[src/psn_cfg.svh]
// Constants of the status and non-volatile command block: command codes,
// transfer kinds, bit positions, reset values and timing counts.
// Assumes it is included by its bare name wherever these are needed.
`ifndef PSN_CFG_SVH
`define PSN_CFG_SVH

// Command codes
`define PSN_CODE_OPERATION  8'h01
`define PSN_CODE_ONOFF_CFG  8'h02
`define PSN_CODE_CLEAR      8'h03
`define PSN_CODE_STORE      8'h11
`define PSN_CODE_RESTORE    8'h12
`define PSN_CODE_STAT_LOW   8'h78
`define PSN_CODE_STAT_FULL  8'h79
`define PSN_CODE_SCRATCH    8'hD0

// Transfer kinds reported by the bus front end
`define PSN_KIND_SEND       2'h0
`define PSN_KIND_WR_BYTE    2'h1
`define PSN_KIND_RD_BYTE    2'h2
`define PSN_KIND_RD_WORD    2'h3

// Indices of the synchronised pin inputs
`define PSN_IN_OV           0
`define PSN_IN_OC           1
`define PSN_IN_UV           2
`define PSN_IN_OT           3
`define PSN_IN_WARN_VOUT    4
`define PSN_IN_WARN_IOUT    5
`define PSN_IN_WARN_VIN     6
`define PSN_IN_POWER_OK     7
`define PSN_IN_OUT_ON       8
`define PSN_IN_EN           9
`define PSN_IN_W            10

// Indices of the latched flags
`define PSN_FLG_OV          0
`define PSN_FLG_OC          1
`define PSN_FLG_UV          2
`define PSN_FLG_OT          3
`define PSN_FLG_CML         4
`define PSN_FLG_VOUT        5
`define PSN_FLG_IOUT        6
`define PSN_FLG_INPUT       7
`define PSN_FLG_W           8

// Configuration and operation bit positions
`define PSN_CFG_ONOFF_BIT   3
`define PSN_CFG_PIN_BIT     2
`define PSN_CFG_FIXED_ONES  8'h13
`define PSN_OPER_ONOFF_BIT  7
`define PSN_SCRATCH_W       6

// Reset values of the operating registers and the factory store
`define PSN_RST_ONOFF_BIT   1'b0
`define PSN_RST_PIN_BIT     1'b1
`define PSN_RST_ON_OFF      1'b0
`define PSN_RST_SCRATCH     6'h00

// Store layout and copy timing
`define PSN_NVM_WORDS       2
`define PSN_NVM_IDX_CFG     1'b0
`define PSN_NVM_IDX_SCR     1'b1
`define PSN_MCLK_NS         8
`define PSN_NVM_STEP_NS     32
`define PSN_NVM_STEP_CYC    ((`PSN_NVM_STEP_NS + `PSN_MCLK_NS - 1) / `PSN_MCLK_NS)

`endif

[src/psn_pkg.sv]
// Types of the status and non-volatile command block.
// Assumes psn_cfg.svh is on the include path.
`include "psn_cfg.svh"

package psn_pkg;

    // Copy sequencer states
    typedef enum logic [1:0]
    {
        NV_IDLE,
        NV_STORE,
        NV_RESTORE
    } psn_nv_state_t;

    // Whole state of the top module
    typedef struct packed
    {
        logic [`PSN_IN_W-1:0]           s1;
        logic [`PSN_IN_W-1:0]           s2;
        logic [`PSN_IN_W-1:0]           s3;
        logic [`PSN_IN_W-1:0]           filt;
        logic                           on_off;
        logic                           act_on_onoff_bit;
        logic                           act_on_pin_switch;
        logic [`PSN_SCRATCH_W-1:0]      user_scratch_bits;
        logic [`PSN_NVM_WORDS-1:0][7:0] nvm;
        psn_nv_state_t                  st;
        logic                           idx;
        logic [2:0]                     step_cnt;
        logic                           conv_en;
        logic                           clear;
        logic                           cml_pulse;
        logic                           rsp_valid;
        logic [15:0]                    rsp_data;
        logic                           busy;
        logic                           alert;
        logic                           alert_lvl;
    } psn_top_t;

    // Whole state of the flag bank
    typedef struct packed
    {
        logic [`PSN_FLG_W-1:0] flags;
    } psn_flag_t;

endpackage

[src/psn_flag_if.sv]
// Carrier between the command logic and the latched flag bank.
// Assumes both ends run on the same clock.
`timescale 1ns/1ps
`include "psn_cfg.svh"

interface psn_flag_if;
    logic [`PSN_FLG_W-1:0] cond;
    logic                  clear;
    logic [`PSN_FLG_W-1:0] flags;

    modport ctrl
    (
        output cond,
        output clear,
        input  flags
    );

    modport bank
    (
        input  cond,
        input  clear,
        output flags
    );
endinterface

[src/psn_flags.sv]
// Latched fault flag bank.
// Assumes conditions arrive already synchronised to MCLK.
`timescale 1ns/1ps
`include "psn_cfg.svh"

module psn_flags
(
    // Clock and reset
    input  wire logic MCLK,
    input  wire logic RST_N,
    // Conditions, clear and flags
    psn_flag_if.bank  fif
);

    psn_pkg::psn_flag_t     f;
    psn_pkg::psn_flag_t     next_f;
    logic [`PSN_FLG_W-1:0]  next_bits;

    // ------------------------------------------------------------
    // Per-flag latch
    // ------------------------------------------------------------
    // A live condition beats the clear, so a persisting fault re-sets
    genvar i;
    generate
        for (i = 0; i < `PSN_FLG_W; i = i + 1)
        begin : g_flag
            assign next_bits[i] = fif.cond[i] | (f.flags[i] & ~fif.clear);
        end
    endgenerate

    // Next state with synchronous reset
    always_comb
    begin
        next_f.flags = next_bits;
        if (!RST_N)
        begin
            next_f = '0;
        end
    end

    // State register
    always_ff @(posedge MCLK)
    begin
        f <= next_f;
    end

    assign fif.flags = f.flags;

endmodule

[src/psn_status_nvm.sv]
// Status word, fault flags, alert, custom register and store/restore
// copies for a converter's management command set.
// Assumes a bus front end that decodes each transaction into one command
// pulse with its code, kind and data byte, and reports malformed frames.
`timescale 1ns/1ps
`include "psn_cfg.svh"

module psn_status_nvm
(
    // Clock and reset
    input  wire logic        MCLK,
    input  wire logic        RST_N,
    // Decoded command port
    input  wire logic        CMD_VALID,
    input  wire logic [7:0]  CMD_CODE,
    input  wire logic [1:0]  CMD_KIND,
    input  wire logic [7:0]  CMD_WDATA,
    input  wire logic        CMD_MALFORMED,
    input  wire logic        ADDR_DONE,
    // Read answer and copy activity
    output logic             RSP_VALID,
    output logic      [15:0] RSP_DATA,
    output logic             NVM_BUSY,
    // Fault and status pins from the analog side
    input  wire logic        OV_FAULT_PIN,
    input  wire logic        OC_FAULT_PIN,
    input  wire logic        UV_FAULT_PIN,
    input  wire logic        OT_FAULT_PIN,
    input  wire logic        VOUT_WARN_PIN,
    input  wire logic        IOUT_WARN_PIN,
    input  wire logic        VIN_WARN_PIN,
    input  wire logic        POWER_OK_PIN,
    input  wire logic        OUTPUT_ON_PIN,
    input  wire logic        ENABLE_PIN,
    // Converter control
    output logic             CONV_ENABLE,
    // Open-drain alert
    output logic             ALERT_O,
    output logic             ALERT_OE
);

    psn_pkg::psn_top_t      s;
    psn_pkg::psn_top_t      next_s;
    logic [`PSN_IN_W-1:0]   pins;
    logic                   en_req;
    logic                   bad_cmd;
    logic [7:0]             stat_lo;
    logic [7:0]             stat_hi;
    logic                   step_done;

    psn_flag_if fif();

    psn_flags u_flags
    (
        .MCLK  (MCLK),
        .RST_N (RST_N),
        .fif   (fif)
    );

    // ------------------------------------------------------------
    // Decode helpers
    // ------------------------------------------------------------
    // Configuration byte as read back and as stored; unused bits 0, 1 and 4 show 1, bits 5 to 7 show 0
    function automatic logic [7:0] pack_cfg(input logic onoff_bit,
                                            input logic pin_bit);
        logic [7:0] b;
        b = `PSN_CFG_FIXED_ONES;
        b[`PSN_CFG_ONOFF_BIT] = onoff_bit;
        b[`PSN_CFG_PIN_BIT]   = pin_bit;
        return b;
    endfunction

    // Scratch byte as read back and as stored; top bits read zero
    function automatic logic [7:0] pack_scratch(
        input logic [`PSN_SCRATCH_W-1:0] v);
        return {2'b00, v};
    endfunction

    // Pin inputs in their synchroniser order
    assign pins[`PSN_IN_OV]        = OV_FAULT_PIN;
    assign pins[`PSN_IN_OC]        = OC_FAULT_PIN;
    assign pins[`PSN_IN_UV]        = UV_FAULT_PIN;
    assign pins[`PSN_IN_OT]        = OT_FAULT_PIN;
    assign pins[`PSN_IN_WARN_VOUT] = VOUT_WARN_PIN;
    assign pins[`PSN_IN_WARN_IOUT] = IOUT_WARN_PIN;
    assign pins[`PSN_IN_WARN_VIN]  = VIN_WARN_PIN;
    assign pins[`PSN_IN_POWER_OK]  = POWER_OK_PIN;
    assign pins[`PSN_IN_OUT_ON]    = OUTPUT_ON_PIN;
    assign pins[`PSN_IN_EN]        = ENABLE_PIN;

    // ------------------------------------------------------------
    // Flag conditions
    // ------------------------------------------------------------
    // Summary flags take the fault or the warning of their group
    assign fif.cond[`PSN_FLG_OV]    = s.filt[`PSN_IN_OV];
    assign fif.cond[`PSN_FLG_OC]    = s.filt[`PSN_IN_OC];
    assign fif.cond[`PSN_FLG_UV]    = s.filt[`PSN_IN_UV];
    assign fif.cond[`PSN_FLG_OT]    = s.filt[`PSN_IN_OT];
    assign fif.cond[`PSN_FLG_CML]   = s.cml_pulse;
    assign fif.cond[`PSN_FLG_VOUT]  = s.filt[`PSN_IN_OV]
                                    | s.filt[`PSN_IN_WARN_VOUT];
    assign fif.cond[`PSN_FLG_IOUT]  = s.filt[`PSN_IN_OC]
                                    | s.filt[`PSN_IN_WARN_IOUT];
    assign fif.cond[`PSN_FLG_INPUT] = s.filt[`PSN_IN_UV]
                                    | s.filt[`PSN_IN_WARN_VIN];
    assign fif.clear                = s.clear;

    // ------------------------------------------------------------
    // Status bytes
    // ------------------------------------------------------------
    // Low byte: busy and other tied low, off is raw, the rest latched
    assign stat_lo = {1'b0,
                      ~s.filt[`PSN_IN_OUT_ON],
                      fif.flags[`PSN_FLG_OV],
                      fif.flags[`PSN_FLG_OC],
                      fif.flags[`PSN_FLG_UV],
                      fif.flags[`PSN_FLG_OT],
                      fif.flags[`PSN_FLG_CML],
                      1'b0};

    // High byte: three summaries, raw inverted power-ok, rest zero
    assign stat_hi = {fif.flags[`PSN_FLG_VOUT],
                      fif.flags[`PSN_FLG_IOUT],
                      fif.flags[`PSN_FLG_INPUT],
                      1'b0,
                      ~s.filt[`PSN_IN_POWER_OK],
                      3'b000};

    // Copy step ends when the wait counter has run out
    assign step_done = (s.step_cnt == 3'(`PSN_NVM_STEP_CYC - 1));

    // ------------------------------------------------------------
    // Enable source selection
    // ------------------------------------------------------------
    // Neither source selected means on as soon as the address is known
    always_comb
    begin
        case ({s.act_on_onoff_bit, s.act_on_pin_switch})
            2'b00:   en_req = ADDR_DONE;
            2'b01:   en_req = s.filt[`PSN_IN_EN];
            2'b10:   en_req = s.on_off;
            default: en_req = s.on_off & s.filt[`PSN_IN_EN];
        endcase
    end

    // ------------------------------------------------------------
    // Command check
    // ------------------------------------------------------------
    // Any code or kind the block does not answer counts as a comm fault while no copy runs
    always_comb
    begin
        case (CMD_CODE)
            `PSN_CODE_CLEAR,
            `PSN_CODE_STORE,
            `PSN_CODE_RESTORE:
                bad_cmd = (CMD_KIND != `PSN_KIND_SEND);
            `PSN_CODE_STAT_LOW:
                bad_cmd = (CMD_KIND != `PSN_KIND_RD_BYTE);
            `PSN_CODE_STAT_FULL:
                bad_cmd = (CMD_KIND != `PSN_KIND_RD_WORD);
            `PSN_CODE_OPERATION,
            `PSN_CODE_ONOFF_CFG,
            `PSN_CODE_SCRATCH:
                bad_cmd = (CMD_KIND != `PSN_KIND_RD_BYTE)
                        && (CMD_KIND != `PSN_KIND_WR_BYTE);
            default:
                bad_cmd = 1'b1;
        endcase
    end

    // ------------------------------------------------------------
    // Next state
    // ------------------------------------------------------------
    always_comb
    begin
        next_s = s;

        // Three-stage synchroniser; a change counts once stages 2 and 3 agree
        next_s.s1   = pins;
        next_s.s2   = s.s1;
        next_s.s3   = s.s2;
        next_s.filt = (s.s2 & s.s3) | (s.filt & (s.s2 | s.s3));

        // One-cycle pulses drop unless raised below
        next_s.rsp_valid = 1'b0;
        next_s.cml_pulse = 1'b0;
        next_s.clear     = 1'b0;

        // An off-to-on transition of the commanded enable clears flags
        next_s.conv_en = en_req;
        if (en_req && !s.conv_en)
        begin
            next_s.clear = 1'b1;
        end

        // Alert pin pulled low while any flag stands
        next_s.alert     = |fif.flags;
        next_s.alert_lvl = 1'b0;

        case (s.st)
            psn_pkg::NV_IDLE:
            begin
                if (CMD_MALFORMED)
                begin
                    next_s.cml_pulse = 1'b1;
                end
                if (CMD_VALID && bad_cmd)
                begin
                    next_s.cml_pulse = 1'b1;
                end
                else if (CMD_VALID)
                begin
                    case (CMD_CODE)
                        `PSN_CODE_CLEAR:
                        begin
                            next_s.clear = 1'b1;
                        end
                        `PSN_CODE_STORE:
                        begin
                            next_s.st       = psn_pkg::NV_STORE;
                            next_s.idx      = 1'b0;
                            next_s.step_cnt = 3'h0;
                            next_s.busy     = 1'b1;
                        end
                        `PSN_CODE_RESTORE:
                        begin
                            next_s.st       = psn_pkg::NV_RESTORE;
                            next_s.idx      = 1'b0;
                            next_s.step_cnt = 3'h0;
                            next_s.busy     = 1'b1;
                        end
                        `PSN_CODE_STAT_LOW:
                        begin
                            next_s.rsp_valid = 1'b1;
                            next_s.rsp_data  = {8'h00, stat_lo};
                        end
                        `PSN_CODE_STAT_FULL:
                        begin
                            next_s.rsp_valid = 1'b1;
                            next_s.rsp_data  = {stat_hi, stat_lo};
                        end
                        `PSN_CODE_OPERATION:
                        begin
                            if (CMD_KIND == `PSN_KIND_WR_BYTE)
                            begin
                                next_s.on_off =
                                    CMD_WDATA[`PSN_OPER_ONOFF_BIT];
                            end
                            else
                            begin
                                next_s.rsp_valid = 1'b1;
                                next_s.rsp_data  = {8'h00, s.on_off, 7'h00};
                            end
                        end
                        `PSN_CODE_ONOFF_CFG:
                        begin
                            if (CMD_KIND == `PSN_KIND_WR_BYTE)
                            begin
                                next_s.act_on_onoff_bit =
                                    CMD_WDATA[`PSN_CFG_ONOFF_BIT];
                                next_s.act_on_pin_switch =
                                    CMD_WDATA[`PSN_CFG_PIN_BIT];
                            end
                            else
                            begin
                                next_s.rsp_valid = 1'b1;
                                next_s.rsp_data  =
                                    {8'h00, pack_cfg(s.act_on_onoff_bit,
                                                     s.act_on_pin_switch)};
                            end
                        end
                        `PSN_CODE_SCRATCH:
                        begin
                            if (CMD_KIND == `PSN_KIND_WR_BYTE)
                            begin
                                next_s.user_scratch_bits =
                                    CMD_WDATA[`PSN_SCRATCH_W-1:0];
                            end
                            else
                            begin
                                next_s.rsp_valid = 1'b1;
                                next_s.rsp_data  =
                                    {8'h00, pack_scratch(s.user_scratch_bits)};
                            end
                        end
                        default:
                        begin
                            next_s.cml_pulse = 1'b1;
                        end
                    endcase
                end
            end

            // Commands are dropped while copying; the bus sees no answer
            psn_pkg::NV_STORE:
            begin
                next_s.step_cnt = s.step_cnt + 3'h1;
                if (step_done)
                begin
                    next_s.step_cnt = 3'h0;
                    if (s.idx == `PSN_NVM_IDX_CFG)
                    begin
                        next_s.nvm[s.idx] = pack_cfg(s.act_on_onoff_bit,
                                                     s.act_on_pin_switch);
                    end
                    else
                    begin
                        next_s.nvm[s.idx] =
                            pack_scratch(s.user_scratch_bits);
                    end
                    next_s.idx = ~s.idx;
                    if (s.idx == `PSN_NVM_IDX_SCR)
                    begin
                        next_s.st   = psn_pkg::NV_IDLE;
                        next_s.busy = 1'b0;
                    end
                end
            end

            psn_pkg::NV_RESTORE:
            begin
                next_s.step_cnt = s.step_cnt + 3'h1;
                if (step_done)
                begin
                    next_s.step_cnt = 3'h0;
                    if (s.idx == `PSN_NVM_IDX_CFG)
                    begin
                        next_s.act_on_onoff_bit =
                            s.nvm[s.idx][`PSN_CFG_ONOFF_BIT];
                        next_s.act_on_pin_switch =
                            s.nvm[s.idx][`PSN_CFG_PIN_BIT];
                    end
                    else
                    begin
                        next_s.user_scratch_bits =
                            s.nvm[s.idx][`PSN_SCRATCH_W-1:0];
                    end
                    next_s.idx = ~s.idx;
                    if (s.idx == `PSN_NVM_IDX_SCR)
                    begin
                        next_s.st   = psn_pkg::NV_IDLE;
                        next_s.busy = 1'b0;
                    end
                end
            end

            default:
            begin
                next_s.st   = psn_pkg::NV_IDLE;
                next_s.busy = 1'b0;
            end
        endcase

        // Supply cycle: the store itself comes back at its factory content
        // here, since this model has no separate non-volatile power domain
        if (!RST_N)
        begin
            next_s                              = '0;
            next_s.st                           = psn_pkg::NV_IDLE;
            next_s.on_off                       = `PSN_RST_ON_OFF;
            next_s.act_on_onoff_bit             = `PSN_RST_ONOFF_BIT;
            next_s.act_on_pin_switch            = `PSN_RST_PIN_BIT;
            next_s.user_scratch_bits            = `PSN_RST_SCRATCH;
            next_s.nvm[`PSN_NVM_IDX_CFG]        =
                pack_cfg(`PSN_RST_ONOFF_BIT, `PSN_RST_PIN_BIT);
            next_s.nvm[`PSN_NVM_IDX_SCR]        =
                pack_scratch(`PSN_RST_SCRATCH);
        end
    end

    // ------------------------------------------------------------
    // State register
    // ------------------------------------------------------------
    always_ff @(posedge MCLK)
    begin
        s <= next_s;
    end

    // Outputs straight from state flops
    assign RSP_VALID   = s.rsp_valid;
    assign RSP_DATA    = s.rsp_data;
    assign NVM_BUSY    = s.busy;
    assign CONV_ENABLE = s.conv_en;
    assign ALERT_O     = s.alert_lvl;
    assign ALERT_OE    = s.alert;

endmodule

[config.mk]
export PLATFORM = sky130hd
export DESIGN_NAME = psn_status_nvm
export DESIGN_NICKNAME = d
export VERILOG_FILES = /design/src/psn_pkg.sv /design/src/psn_flag_if.sv /design/src/psn_flags.sv /design/src/psn_status_nvm.sv
export VERILOG_INCLUDE_DIRS = /design/src
export SDC_FILE = /design/constraint.sdc
export NUM_CORES = 1
export LEC_CHECK = 0
export BUFFER_PORTS_ARGS = -buffer_cell sky130_fd_sc_hd__buf_2
export CAP_MARGIN = 20
export CORE_ASPECT_RATIO = 1.75
export CORE_MARGIN = 2
export CORE_UTILIZATION = 30
export CTS_CLUSTER_DIAMETER = 80
export DETAILED_ROUTE_END_ITERATION = 6
export GPL_TIMING_DRIVEN = 0
export SLEW_MARGIN = 10
export SYNTH_ARGS = -nofsm -noshare
export SYNTH_HDL_FRONTEND = slang
export SYNTH_SLANG_ARGS = --single-unit
[constraint.sdc]
create_clock -name MCLK -period 2.6 [get_ports MCLK]
set_input_delay 0.26 -clock MCLK [delete_from_list [all_inputs] [get_ports MCLK]]
set_output_delay 0.26 -clock MCLK [all_outputs]
set_load 0.005 [all_outputs]
==> results_dict.tcl <==
set metrics [dict create \
    dieArea_sq_um 14300 \
    h-tree-depth 3 \
    powerDensity_nw_per_um2 619 \
    synthArstFlopShare_pct 0 \
    synth_top_area_share_pct 46.7 \
    cts_buffer_depth 2 \
    power_w 0.00295 \
    final_util_pct 36.8 \
    gp_congestion 0.861 \
    cap_violations 0 \
    dr.pass1.iters 4 \
    worst-path-buf-inv 1 \
    grt_max_degree 18 \
    holdCritPathClass "input pin to flop" \
    grt_usage_pct 13.6 \
    avgSynthCellArea_sq_um 9.30 \
    synth.largest_area_cell "dfxtp_1" \
    dp_hpwl_um 7210 \
    slowest_delay_ns 0.41 \
    synth_edf_count 0 \
    fin_hold_ws_ns 0.118 \
    layout-drive-gt1-share_pct 19.6 \
    worstSetupEndpointType "flop" \
    drt-initial-drc-count 123 \
    top_usage_layer "met2" \
    seq_area_frac_synth_pct 46.7 \
    fin_crit_ns 2.31 \
    drc 0 \
    rr_worst_depth 8 \
    crit_fanout 6 \
    synth_top_flop_cell "dfxtp_1" \
    rr_endpoint "s[46]" \
    area_growth_syn_to_layout_pct 19.2 \
    cts_setup_buffers 0 \
    ys_top_cells_by_area "dfxtp_1 47%, mux2i_1 7.8%, and2_1 5.5%" \
    crit_start "s[23]" \
    ys_warn_count 0 \
    cp_slowest_cell "a2111oi_0" \
    cts_hold_buf 0 \
    met2_usage_pct 25.9 \
    pin_count 54 \
    die_h_um 157 \
    setup_tns_ns 0 \
    clock_latency_ns 0.34 \
    endpoint "s[46]" \
    via_per_inst 4.77 \
    finClkSkew_ns 0.00748 \
    worstSetupPathType "flop to flop" \
    die_w_um 91.2 \
    use_met3_pct 2.46 \
    nNetsFinal 532 \
    nFillCells 1354 \
    ys_ff_latch 93 \
    path_clk_slew_ns 0.07 \
    final_common_cell "dfxtp_1" \
    drv_slew 0 \
    vias 3179 \
    vdd_drop_max_uv 310 \
    port_buffers 46 \
    final.period_utilization_pct 88.9 \
    grt_overflow_total 0 \
    core_region_area_sq_um 12900 \
    cts_buffers 9 \
    rrSetupSlack_ns 0.29 \
    grtUsageMet1_pct 13.7 \
    slew_headroom_pct 51.2 \
    ant_nets 0 \
    rows 55 \
    tightestPinTransition_ns 0.726 \
    final_hold_viol_count 0 \
    layout_common_cells "93 x dfxtp_1, 47 x buf_2, 41 x nand2_1" \
    start_kind "flop" \
    start_util_pct 30.8 \
    crit_chain "ha_1, nor2b_1, nand2_1, a2111oi_0, a31o_2, buf_2, mux2i_1, nor2_1" \
    status "finished, final reports clean" \
    grt_pass1_wl_um 15200 \
    wl_um 9390 \
    grt_pass1_vias 3164 \
    cts_root_buf "clkbuf_16" \
    power_leakage_nw 1.93 \
    synth_area_sq_um 3990 \
    worst-path-stages 8 \
    reg2reg_from "s[23]" \
    cts_tree "yes" \
    critPathTopFamily "simple AND/OR/NAND/NOR gates" \
    fmax_ghz 0.433 \
    clkSinkCount 93 \
    rsz0062_at_grt "false" \
    synth.distinct_cells 60 \
    syn_inst 429 \
    final-setup-viol-count 0 \
    worstPathArrival_ns 2.52 \
    cp.required_ns 2.81 \
    wl_per_cell_um 14.1 \
    antenna_found_initial 0 \
    diodes 0 \
    post_cts_resized 0 \
]
-- state kept, by name (all words and copies together) (netlist names) --
| signal | flops |
|---|---|
| u_flags.fif.flags | 8 |
| NVM_BUSY | 1 |
| s | 63 |
| fif.clear | 1 |
| fif.cond | 5 |
| ALERT_OE | 1 |
| CONV_ENABLE | 1 |
| RSP_DATA | 12 |
| RSP_VALID | 1 |
-- worst min-delay path by stage --
| stage | startpoint | to | slack (ns) | cells past startpoint |
|---|---|---|---|---|
| floorplan | OV_FAULT_PIN | s[84] | 0.39 | 1 |
| global placement | s[93] | s[83] | 0.41 | 1 |
| detailed placement | s[84] | s[74] | 0.42 | 1 |
| CTS | ENABLE_PIN | s[93] | 0.11 | 2 |
| global route | OUTPUT_ON_PIN | s[92] | 0.12 | 2 |
| finish | ENABLE_PIN | s[93] | 0.12 | 2 |
-- kinds of logic after synthesis --
| family | share of synthesized area (%) |
|---|---|
| AND/OR/NAND/NOR | 21.1 |
| flip-flops | 46.7 |
| AO/OA/AOI/OAI | 14.6 |
| buffers and inverters | 6.43 |
| multiplexers | 8.06 |
| adder cells (fa/ha/maj) | 2.82 |
| other | 0.0940 |
| XOR/XNOR | 0.220 |
-- cells in the mapped netlist, types with 5 or more instances --
library cell  number
a21oi_1           30
a22oi_1            6
and2_1            35
buf_4             20
clkbuf_1          10
dfxtp_1           93
ha_1               9
inv_1             10
mux2i_1           31
nand2_1           41
nand3_1            8
nor2_1            37
nor2b_1            5
nor3_1             6
nor4_1             5
o21ai_0           16
-- area by class of cell --
type | instances | area [sq um] | area share (%)
Tap cell | 171 | 214 | 4.50
Sequential cell | 93 | 1860 | 39.1
Multi-Input combinational cell | 294 | 1890 | 39.7
Timing Repair Buffer | 46 | 230 | 4.84
Inverter | 11 | 41.3 | 0.868
Clock inverter | 6 | 78.8 | 1.66
Clock buffer | 10 | 229 | 4.81
Buffer | 35 | 215 | 4.52
-- where the power goes --
| group | internal (W) | switching (W) |
|---|---|---|
| logic | 0.0000586 | 0.0000860 |
| registers | 0.00145 | 0.00000980 |
| clock network | 0.000768 | 0.000576 |
| total | 0.00227 | 0.000672 |
-- per-stage QoR --
| step | instance area (sq um) | cells | worst slack (ns) |
|---|---|---|---|
| global route | 4760 | 666 | 0.0149 |
| detailed placement | 4450 | 650 | 0.259 |
| floorplan | 4010 | 433 | 0.641 |
| global placement | 4450 | 650 | 0.294 |
| CTS | 4760 | 666 | 0.228 |
| finish | 4760 | 666 | 0.290 |
-- routing by layer --
| layer | share of wire, % | vias to the layer above |
|---|---|---|
| met1 | 39 | 1506 |
| met2 | 54 | 68 |
| li1 | - | 1586 |
| met5 | 0 | - |
| met3 | 3.4 | 19 |
| met4 | 3.7 | 0 |
(Power assumes the default switching activity.)
